<file path="src/common/step_up_clock_params.svh">
`ifndef STEP_UP_CLOCK_PARAMS_SVH
`define STEP_UP_CLOCK_PARAMS_SVH

// command codes on the display bus
`define CMD_NORMAL_PUMP 8'hc2
`define CMD_IDLE_PUMP 8'hc3
`define CMD_PARTIAL_PUMP 8'hc4

// parameter byte layout and reset value
`define PUMP_PARAM_RESET 8'h33
`define PUMP_CODE_RESET 3'h3
`define LOW_FIELD_LSB 0
`define HIGH_FIELD_LSB 4
`define FIELD_W 3
`define CODE_MAX 3'h4

// periods counted in eighths of a line: low 1..16, high 4..64
`define LOW_BASE_SHIFT 0
`define HIGH_BASE_SHIFT 2
`define EIGHTH_SHIFT 3
`define PERIOD_W 7
`define LINE_LEN_RESET 16'h0100

`endif

</file>
<file path="src/common/step_up_clock_pkg.sv">
package step_up_clock_pkg;

    typedef enum logic [1:0] {
        tgt_none,
        tgt_normal,
        tgt_idle,
        tgt_partial
    } target_e;

    typedef enum logic [1:0] {
        mode_normal,
        mode_idle,
        mode_partial
    } disp_mode_e;

endpackage : step_up_clock_pkg

</file>
<file path="src/pump_clock_gen.sv">
`timescale 1ns/1ps
`include "step_up_clock_params.svh"

module pump_clock_gen
    import step_up_clock_pkg::*;
#(
    parameter int BASE_SHIFT = 0
) (
    input wire logic ref_clk,
    input wire logic rst,
    input wire logic line_pulse,
    input wire logic eighth_tick,
    input wire logic [2:0] code_sel,
    output logic [2:0] code_out,
    output logic pump_tick
);

    typedef struct packed {
        logic [2:0] code;
        logic [`PERIOD_W-1:0] count;
        logic tick;
    } gen_s;

    gen_s st_reg;
    gen_s st_next;
    logic [`PERIOD_W-1:0] period;
    logic change;

    // one pump pulse every 2^(code+base) eighths of a line
    assign period = `PERIOD_W'(1) << (st_reg.code + 3'(BASE_SHIFT));
    assign change = line_pulse && (code_sel != st_reg.code);

    always_comb begin
        st_next = st_reg;
        st_next.tick = 1'b0;
        if (change) begin
            // new cycle only at a line boundary, restarting the phase there
            st_next.code = code_sel;
            st_next.count = '0;
        end else if (eighth_tick) begin
            if (st_next.count == period - `PERIOD_W'(1)) begin
                st_next.count = '0;
                st_next.tick = 1'b1;
            end else begin
                st_next.count = st_next.count + `PERIOD_W'(1);
            end
        end
    end

    always_ff @(posedge ref_clk) begin
        if (rst) begin
            st_reg <= '{code: `PUMP_CODE_RESET, count: '0, tick: 1'b0};
        end else begin
            st_reg <= st_next;
        end
    end

    assign code_out = st_reg.code;
    assign pump_tick = st_reg.tick;

    a_period_fires: assert property (@(posedge ref_clk) disable iff (rst)
        eighth_tick && !change && st_reg.count == period - `PERIOD_W'(1) |=> pump_tick)
        else $error("pump pulse missing at end of period");

    a_no_early_tick: assert property (@(posedge ref_clk) disable iff (rst)
        pump_tick |-> $past(st_reg.count) == $past(period) - `PERIOD_W'(1))
        else $error("pump pulse before period end");

    a_code_at_line: assert property (@(posedge ref_clk) disable iff (rst)
        !line_pulse |=> $stable(code_out))
        else $error("pump cycle changed between line boundaries");

endmodule : pump_clock_gen

</file>
<file path="src/step_up_clock_select.sv">
`timescale 1ns/1ps
`include "step_up_clock_params.svh"

// How it works
// - normal command C2h, one byte, default 33h
// - idle command C3h, same layout, default 33h
// - partial command C4h, same layout, default 33h
// - normal mode: circuits 1/4/5 use normal low
// - normal mode: circuits 2/3 use normal high
// - idle mode: circuits 1/4/5 use idle low
// - idle mode: circuits 2/3 use idle high
// - partial mode: circuits 1/4/5 use partial low
// - partial mode: circuits 2/3 use partial high
// - low codes: 1/8, 1/4, 1/2, 1, 2 H
// - high codes: 1/2, 1, 2, 4, 8 H
module step_up_clock_select
    import step_up_clock_pkg::*;
#(
    parameter int LINE_W = 16
) (
    input wire logic ref_clk,
    input wire logic rst,
    input wire logic wr_strobe,
    input wire logic is_param,
    input wire logic [7:0] wr_data,
    input wire logic idle_mode,
    input wire logic partial_mode,
    input wire logic line_start,
    output logic pump_low_tick,
    output logic pump_high_tick,
    output logic [2:0] low_cycle_code,
    output logic [2:0] high_cycle_code,
    output logic [1:0] active_mode
);

    typedef struct packed {
        target_e target;
        logic [7:0] normal_mode_pump_clock;
        logic [7:0] idle_mode_pump_clock;
        logic [7:0] partial_mode_pump_clock;
        disp_mode_e mode;
        logic [LINE_W-1:0] line_cnt;
        logic [LINE_W-1:0] line_len;
        logic [LINE_W-1:0] eighth_cnt;
        logic eighth_tick;
        logic line_pulse;
    } state_s;

    state_s st_reg;
    state_s st_next;

    ////////////////////////////////////////////////////////////////////////////
    // field helpers

    function automatic logic [7:0] merge_param(input logic [7:0] old_val,
                                               input logic [7:0] new_val);
        logic [7:0] res;
        res = old_val;
        res[7] = 1'b0;
        res[3] = 1'b0;
        // reserved codes leave the field as it was, so a bad write cannot stop a pump
        if (new_val[`LOW_FIELD_LSB +: `FIELD_W] <= `CODE_MAX) begin
            res[`LOW_FIELD_LSB +: `FIELD_W] = new_val[`LOW_FIELD_LSB +: `FIELD_W];
        end
        if (new_val[`HIGH_FIELD_LSB +: `FIELD_W] <= `CODE_MAX) begin
            res[`HIGH_FIELD_LSB +: `FIELD_W] = new_val[`HIGH_FIELD_LSB +: `FIELD_W];
        end
        return res;
    endfunction : merge_param

    logic [7:0] sel_param;
    logic [2:0] sel_low;
    logic [2:0] sel_high;
    logic [LINE_W-1:0] eighth_len;

    always_comb begin
        case (st_reg.mode)
            mode_idle: sel_param = st_reg.idle_mode_pump_clock;
            mode_partial: sel_param = st_reg.partial_mode_pump_clock;
            default: sel_param = st_reg.normal_mode_pump_clock;
        endcase
    end

    assign sel_low = sel_param[`LOW_FIELD_LSB +: `FIELD_W];
    assign sel_high = sel_param[`HIGH_FIELD_LSB +: `FIELD_W];

    // a line shorter than eight clocks still gets one tick per clock
    assign eighth_len = ((st_reg.line_len >> `EIGHTH_SHIFT) == '0) ?
        LINE_W'(1) : (st_reg.line_len >> `EIGHTH_SHIFT);

    ////////////////////////////////////////////////////////////////////////////
    // next state

    always_comb begin
        st_next = st_reg;
        st_next.eighth_tick = 1'b0;
        st_next.line_pulse = 1'b0;

        // command byte arms one parameter; any other command disarms
        if (wr_strobe && !is_param) begin
            case (wr_data)
                `CMD_NORMAL_PUMP: st_next.target = tgt_normal;
                `CMD_IDLE_PUMP: st_next.target = tgt_idle;
                `CMD_PARTIAL_PUMP: st_next.target = tgt_partial;
                default: st_next.target = tgt_none;
            endcase
        end else if (wr_strobe && is_param) begin
            case (st_reg.target)
                tgt_normal: st_next.normal_mode_pump_clock =
                    merge_param(st_reg.normal_mode_pump_clock, wr_data);
                tgt_idle: st_next.idle_mode_pump_clock =
                    merge_param(st_reg.idle_mode_pump_clock, wr_data);
                tgt_partial: st_next.partial_mode_pump_clock =
                    merge_param(st_reg.partial_mode_pump_clock, wr_data);
                default: ;
            endcase
            st_next.target = tgt_none;
        end

        // idle takes priority over both partial and normal
        if (idle_mode) begin
            st_next.mode = mode_idle;
        end else if (partial_mode) begin
            st_next.mode = mode_partial;
        end else begin
            st_next.mode = mode_normal;
        end

        // measure the line period and split it into eighths
        if (line_start) begin
            st_next.line_len = st_reg.line_cnt + LINE_W'(1);
            st_next.line_cnt = '0;
            st_next.eighth_cnt = '0;
            st_next.eighth_tick = 1'b1;
            st_next.line_pulse = 1'b1;
        end else begin
            if (st_reg.line_cnt != '1) begin
                st_next.line_cnt = st_reg.line_cnt + LINE_W'(1);
            end
            if (st_reg.eighth_cnt >= eighth_len - LINE_W'(1)) begin
                st_next.eighth_cnt = '0;
                st_next.eighth_tick = 1'b1;
            end else begin
                st_next.eighth_cnt = st_reg.eighth_cnt + LINE_W'(1);
            end
        end
    end

    always_ff @(posedge ref_clk) begin
        if (rst) begin
            st_reg <= '{
                target: tgt_none,
                normal_mode_pump_clock: `PUMP_PARAM_RESET,
                idle_mode_pump_clock: `PUMP_PARAM_RESET,
                partial_mode_pump_clock: `PUMP_PARAM_RESET,
                mode: mode_normal,
                line_cnt: '0,
                line_len: LINE_W'(`LINE_LEN_RESET),
                eighth_cnt: '0,
                eighth_tick: 1'b0,
                line_pulse: 1'b0
            };
        end else begin
            st_reg <= st_next;
        end
    end

    assign active_mode = st_reg.mode;

    ////////////////////////////////////////////////////////////////////////////
    // pump clock generators

    pump_clock_gen #(
        .BASE_SHIFT(`LOW_BASE_SHIFT)
    ) low_gen (
        .ref_clk(ref_clk),
        .rst(rst),
        .line_pulse(st_reg.line_pulse),
        .eighth_tick(st_reg.eighth_tick),
        .code_sel(sel_low),
        .code_out(low_cycle_code),
        .pump_tick(pump_low_tick)
    );

    pump_clock_gen #(
        .BASE_SHIFT(`HIGH_BASE_SHIFT)
    ) high_gen (
        .ref_clk(ref_clk),
        .rst(rst),
        .line_pulse(st_reg.line_pulse),
        .eighth_tick(st_reg.eighth_tick),
        .code_sel(sel_high),
        .code_out(high_cycle_code),
        .pump_tick(pump_high_tick)
    );

    ////////////////////////////////////////////////////////////////////////////
    // checks

    a_normal_param: assert property (@(posedge ref_clk) disable iff (rst)
        wr_strobe && is_param && st_reg.target == tgt_normal
        && wr_data[2:0] <= `CODE_MAX && wr_data[6:4] <= `CODE_MAX
        |=> st_reg.normal_mode_pump_clock == {1'b0, $past(wr_data[6:4]), 1'b0,
            $past(wr_data[2:0])})
        else $error("normal pump byte not stored");

    a_idle_param: assert property (@(posedge ref_clk) disable iff (rst)
        wr_strobe && is_param && st_reg.target == tgt_idle && wr_data[2:0] <= `CODE_MAX
        |=> st_reg.idle_mode_pump_clock[2:0] == $past(wr_data[2:0]))
        else $error("idle pump byte not stored");

    a_partial_param: assert property (@(posedge ref_clk) disable iff (rst)
        wr_strobe && is_param && st_reg.target == tgt_partial
        && wr_data[6:4] <= `CODE_MAX
        |=> st_reg.partial_mode_pump_clock[6:4] == $past(wr_data[6:4])
            && st_reg.target == tgt_none)
        else $error("partial pump byte not stored");

    a_normal_low: assert property (@(posedge ref_clk) disable iff (rst)
        st_reg.line_pulse && st_reg.mode == mode_normal
        |=> low_cycle_code == $past(st_reg.normal_mode_pump_clock[2:0]))
        else $error("normal low cycle not applied");

    a_normal_high: assert property (@(posedge ref_clk) disable iff (rst)
        st_reg.line_pulse && st_reg.mode == mode_normal
        |=> high_cycle_code == $past(st_reg.normal_mode_pump_clock[6:4]))
        else $error("normal high cycle not applied");

    a_idle_both: assert property (@(posedge ref_clk) disable iff (rst)
        st_reg.line_pulse && st_reg.mode == mode_idle
        |=> low_cycle_code == $past(st_reg.idle_mode_pump_clock[2:0])
            && high_cycle_code == $past(st_reg.idle_mode_pump_clock[6:4]))
        else $error("idle cycles not applied");

    a_partial_both: assert property (@(posedge ref_clk) disable iff (rst)
        st_reg.line_pulse && st_reg.mode == mode_partial
        |=> low_cycle_code == $past(st_reg.partial_mode_pump_clock[2:0])
            && high_cycle_code == $past(st_reg.partial_mode_pump_clock[6:4]))
        else $error("partial cycles not applied");

    a_idle_priority: assert property (@(posedge ref_clk) disable iff (rst)
        idle_mode && partial_mode |=> active_mode == mode_idle)
        else $error("idle did not win over partial");

    a_reserved_kept: assert property (@(posedge ref_clk) disable iff (rst)
        wr_strobe && is_param && st_reg.target == tgt_idle && wr_data[2:0] > `CODE_MAX
        |=> $stable(st_reg.idle_mode_pump_clock[2:0]))
        else $error("reserved code changed a field");

endmodule : step_up_clock_select
</file>
<file path="config.mk">
export PLATFORM = sky130hd
export DESIGN_NAME = step_up_clock_select
export DESIGN_NICKNAME = d
export VERILOG_FILES = /design/src/common/step_up_clock_pkg.sv /design/src/pump_clock_gen.sv /design/src/step_up_clock_select.sv
export VERILOG_INCLUDE_DIRS = /design/src /design/src/common
export SDC_FILE = /design/constraint.sdc
export NUM_CORES = 1
export LEC_CHECK = 0
export ABC_AREA = 1
export ABC_CLOCK_PERIOD_IN_PS = 2800
export BUFFER_PORTS_ARGS = -buffer_cell sky130_fd_sc_hd__buf_2
export CAP_MARGIN = 40
export CORE_MARGIN = 1
export CORE_UTILIZATION = 41
export CTS_CLUSTER_SIZE = 10
export DETAILED_ROUTE_END_ITERATION = 16
export HOLD_SLACK_MARGIN = 0.12
export PLACE_DENSITY = 0.6
export SLEW_MARGIN = 25
export SYNTH_ARGS = -nofsm -noshare
export SYNTH_HDL_FRONTEND = slang
export SYNTH_SLANG_ARGS = --single-unit
export TNS_END_PERCENT = 5
</file>
<file path="constraint.sdc">
create_clock -name ref_clk -period 2.8 [get_ports ref_clk]
set_input_delay 0.28 -clock ref_clk [delete_from_list [all_inputs] [get_ports ref_clk]]
set_output_delay 0.28 -clock ref_clk [all_outputs]
set_load 0.05 [all_outputs]
</file>
==> run summary <==
total iterations of the first detailed-routing run -> 4
DR WL/cell -> 11.3 µm
GRT overflow -> 0
Initial DRC Count -> 229
Inst Count DP -> 930
fin crit period -> 2.70 ns
combinational power share -> 0.101
Layout Skew -> 0.00650 ns
Final Util -> 0.487
initial antenna violation count -> 0
required time worst endpoint -> 3.04 ns
critical path arrival -> 2.94 ns
fin crit share -> 0.964
largest net degree at the start of global routing -> 25
Final Cell Area -> 5900 µm²
CORE AREA -> 12100 µm²
Max-Cap Viols -> 0
Synth area leaders -> dfxtp_1, nand2_1, inv_1
clock power share -> 0.448
worst slack at placement -> -0.123 ns
Cell variety after synth -> 36
vias in the first global route -> 4026
critical setup path kind -> reg2reg
Initial Util -> 0.424
DRC -> 0
unrepaired setup endpoints after global routing -> yes
crit end category -> register
Cell Chain, Critical Path -> nor2_4, nand3_4, nor2_4, nand3_2, nand2_2, inv_2, ha_4, nand2_4, inv_2, nand2_2, xnor2_2, inv_1, ha_1, nand4_1, nor3_2, nand3_1, nand4_1, clkbuf_16, nor2_1
slew margin rel. -> 0.564
layout cell share with drive strength beyond 1 -> 0.112
number of nets with antenna violations after routing -> 0
cell type with the highest aggregate area in the netlist -> dfxtp_1
clk sinks -> 91
final setup vio count -> 0
worst skew pair latency -> 0.35 ns
CTS tree -> built
hpwl dp -> 7990 µm
non-filler cells, final -> 953
die area -> 13000 µm²
Final Net Count -> 820
Achievable Freq -> 0.371 GHz
Max FO, Critical Path -> 8
Mapped Cells -> 751
startpoint types -> register
Port Buf Inserts -> 24
flops & latches, synth -> 91
Ys Warns -> 0
Min Hold Slack -> 0.134 ns
outcome -> completed
Multi-input gate area -> 2900 µm²
placed cell area -> 5410 µm²
post-route setup TNS -> 0 ns
top cell type's share of synthesized area -> 0.355
endpoints failing hold -> 0
CTS Buf Count -> 9
Ports -> 25
worst path bufs/invs -> 4
Avg Inst Size Synth -> 6.84 µm²
Pleak -> 2.75 nW
CTS Root Cell -> clkbuf_16
via count -> 4549
Worst path max stage delay -> 0.33 ns
clock tree buffer depth -> 2
Net Sw Frac -> 0.254
Area Overhead vs Synth -> 14.8%
clock transition at the registers of the reported paths -> 0.07 ns
slew of the pin with the lowest slew margin -> 0.654 ns
die height -> 114 µm
H-tree depth -> 3
Int Power -> 2.21 mW
PnR worst setup slack -> 0.101 ns
worst min path class -> in2reg
Worst VDD drop -> 0.249 mV
CTS Hold Bufs -> 0
num rows -> 40
Die Wd -> 114 µm
first-pass GRT wire length -> 18400 µm
Flop pwr share -> 0.451
Inserted Diodes -> 0
routability cong. -> 0.866
Seq/Total Area, Yosys -> 0.355
vias per cell -> 4.77
Reg area -> 1830 µm²
crit-path leading delay family -> simple AND/OR/NAND/NOR gates
WL final -> 10700 µm
GRT Util Overall -> 0.177
Mapped Area -> 5140 µm²
fillers -> 1224
Slew Viols, Final -> 0
Pwr Total -> 2.97 mW
Crit-path slowest cell -> dfxtp_2
sw power -> 0.753 mW
Cell Pwr Density -> 503 nW/µm²
max reg flops -> 67
## area by class of cell
cell class              instances  area share
multi-input cells             537       0.492
flip-flops and latches         91       0.310
inverters                     104      0.0662
repair buffers                 37      0.0420
clock buffers                  10      0.0388
well taps                     168      0.0356
clock inverters                 6      0.0161
## layout by cell type (no fill, tap or decap), types with 2 or more instances in the layout
master	netlist	layout
a21oi_1	34	33
buf_2	6	24
buf_4	8	11
bufinv_16	0	2
clkbuf_16	0	10
clkinv_4	0	2
conb_1	1	3
dfxtp_1	91	87
dfxtp_2	0	4
ha_1	25	24
inv_1	102	100
inv_2	2	4
inv_6	0	2
nand2_1	213	210
nand2_2	3	5
nand3_1	56	53
nand3_2	1	3
nand3b_1	3	3
nand4_1	15	15
nor2_1	78	73
nor2_2	1	3
nor2_4	1	4
nor3_1	6	5
nor4_1	2	2
o211ai_1	6	6
o21ai_0	17	17
o22ai_1	9	9
or2_2	4	4
xnor2_1	11	10
xor2_1	40	40
## worst paths after layout
| check | from | to | slack (ns) | depth (start not counted) |
|---|---|---|---|---|
| worst min-delay path | idle_mode | active_mode[0]$_SDFF_PP0_ | 0.13 | 3 |
| worst max-delay path | st_reg[26]$_SDFFE_PP1P_ | st_reg[8]$_SDFF_PP0_ | 0.10 | 19 |
| worst min register to register | st_reg[70]$_SDFFE_PP0P_ | st_reg[70]$_SDFFE_PP0P_ | 0.45 | 2 |
| worst max register to register | st_reg[26]$_SDFFE_PP1P_ | st_reg[8]$_SDFF_PP0_ | 0.10 | 19 |
## worst register-to-register path: stages, from the launching register on
cell,delay (ns)
dfxtp_2,0.33
nor2_4,0.13
nand3_4,0.10
nor2_4,0.10
nand3_2,0.07
nand2_2,0.08
inv_2,0.05
ha_4,0.17
nand2_4,0.08
inv_2,0.04
nand2_2,0.07
xnor2_2,0.10
inv_1,0.06
ha_1,0.27
nand4_1,0.12
nor3_2,0.20
nand3_1,0.13
nand4_1,0.24
clkbuf_16,0.21
nor2_1,0.04
## cell families (layout without fill, tap and decap cells)
| family | count (synthesis) | count (layout) | share of synthesized area |
|---|---|---|---|
| simple gates | 386 | 386 | 0.318 |
| buf+inv | 125 | 157 | 0.100 |
| fa+ha+maj | 25 | 25 | 0.0609 |
| mux | 2 | 2 | 0.00414 |
| xor+xnor | 51 | 51 | 0.0869 |
| flops | 91 | 91 | 0.355 |
| compound gates | 70 | 70 | 0.0750 |
| other cells | 1 | 3 | 0.000730 |
## what timing repair did
| action | in CTS | in global routing |
|---|---|---|
| gates cloned | 0 | 1 |
| setup buffers | 0 | 6 |
| pin swaps | 2 | 12 |
| gates resized for setup | 5 | 22 |
| setup endpoints to repair | 16 | 17 |
## power by group through the flow
stage	clock [mW]	sequential, mW	combinational (mW)
floorplan	0	1.35	0.224
global placement	0	1.36	0.270
detailed placement	0	1.36	0.275
CTS	1.36	1.33	0.278
global route	1.42	1.34	0.343
finish	1.33	1.34	0.300
## Yosys cell counts (all sizes together)
library cell  number
nand2            216
a21o               1
mux2               1
dfxtp             91
nor3b              1
nand3b             3
o211ai             6
xor2              40
mux2i              1
o21ai             19
or2                5
ha                25
inv              104
a21oi             34
o21a               1
nand3             57
nor2              80
nand4             15
nor3               7
o22ai              9
clkbuf             6
nor4               2
xnor2             11
conb               1
buf               15
## per-layer routing
layer	routed length, µm	track usage
met1	5510	0.248
met2	4600	0.267
met3	401	0.0383
met4	227	0.0649
met5	0	0
Note: power is estimated with default switching activity, not from simulation.
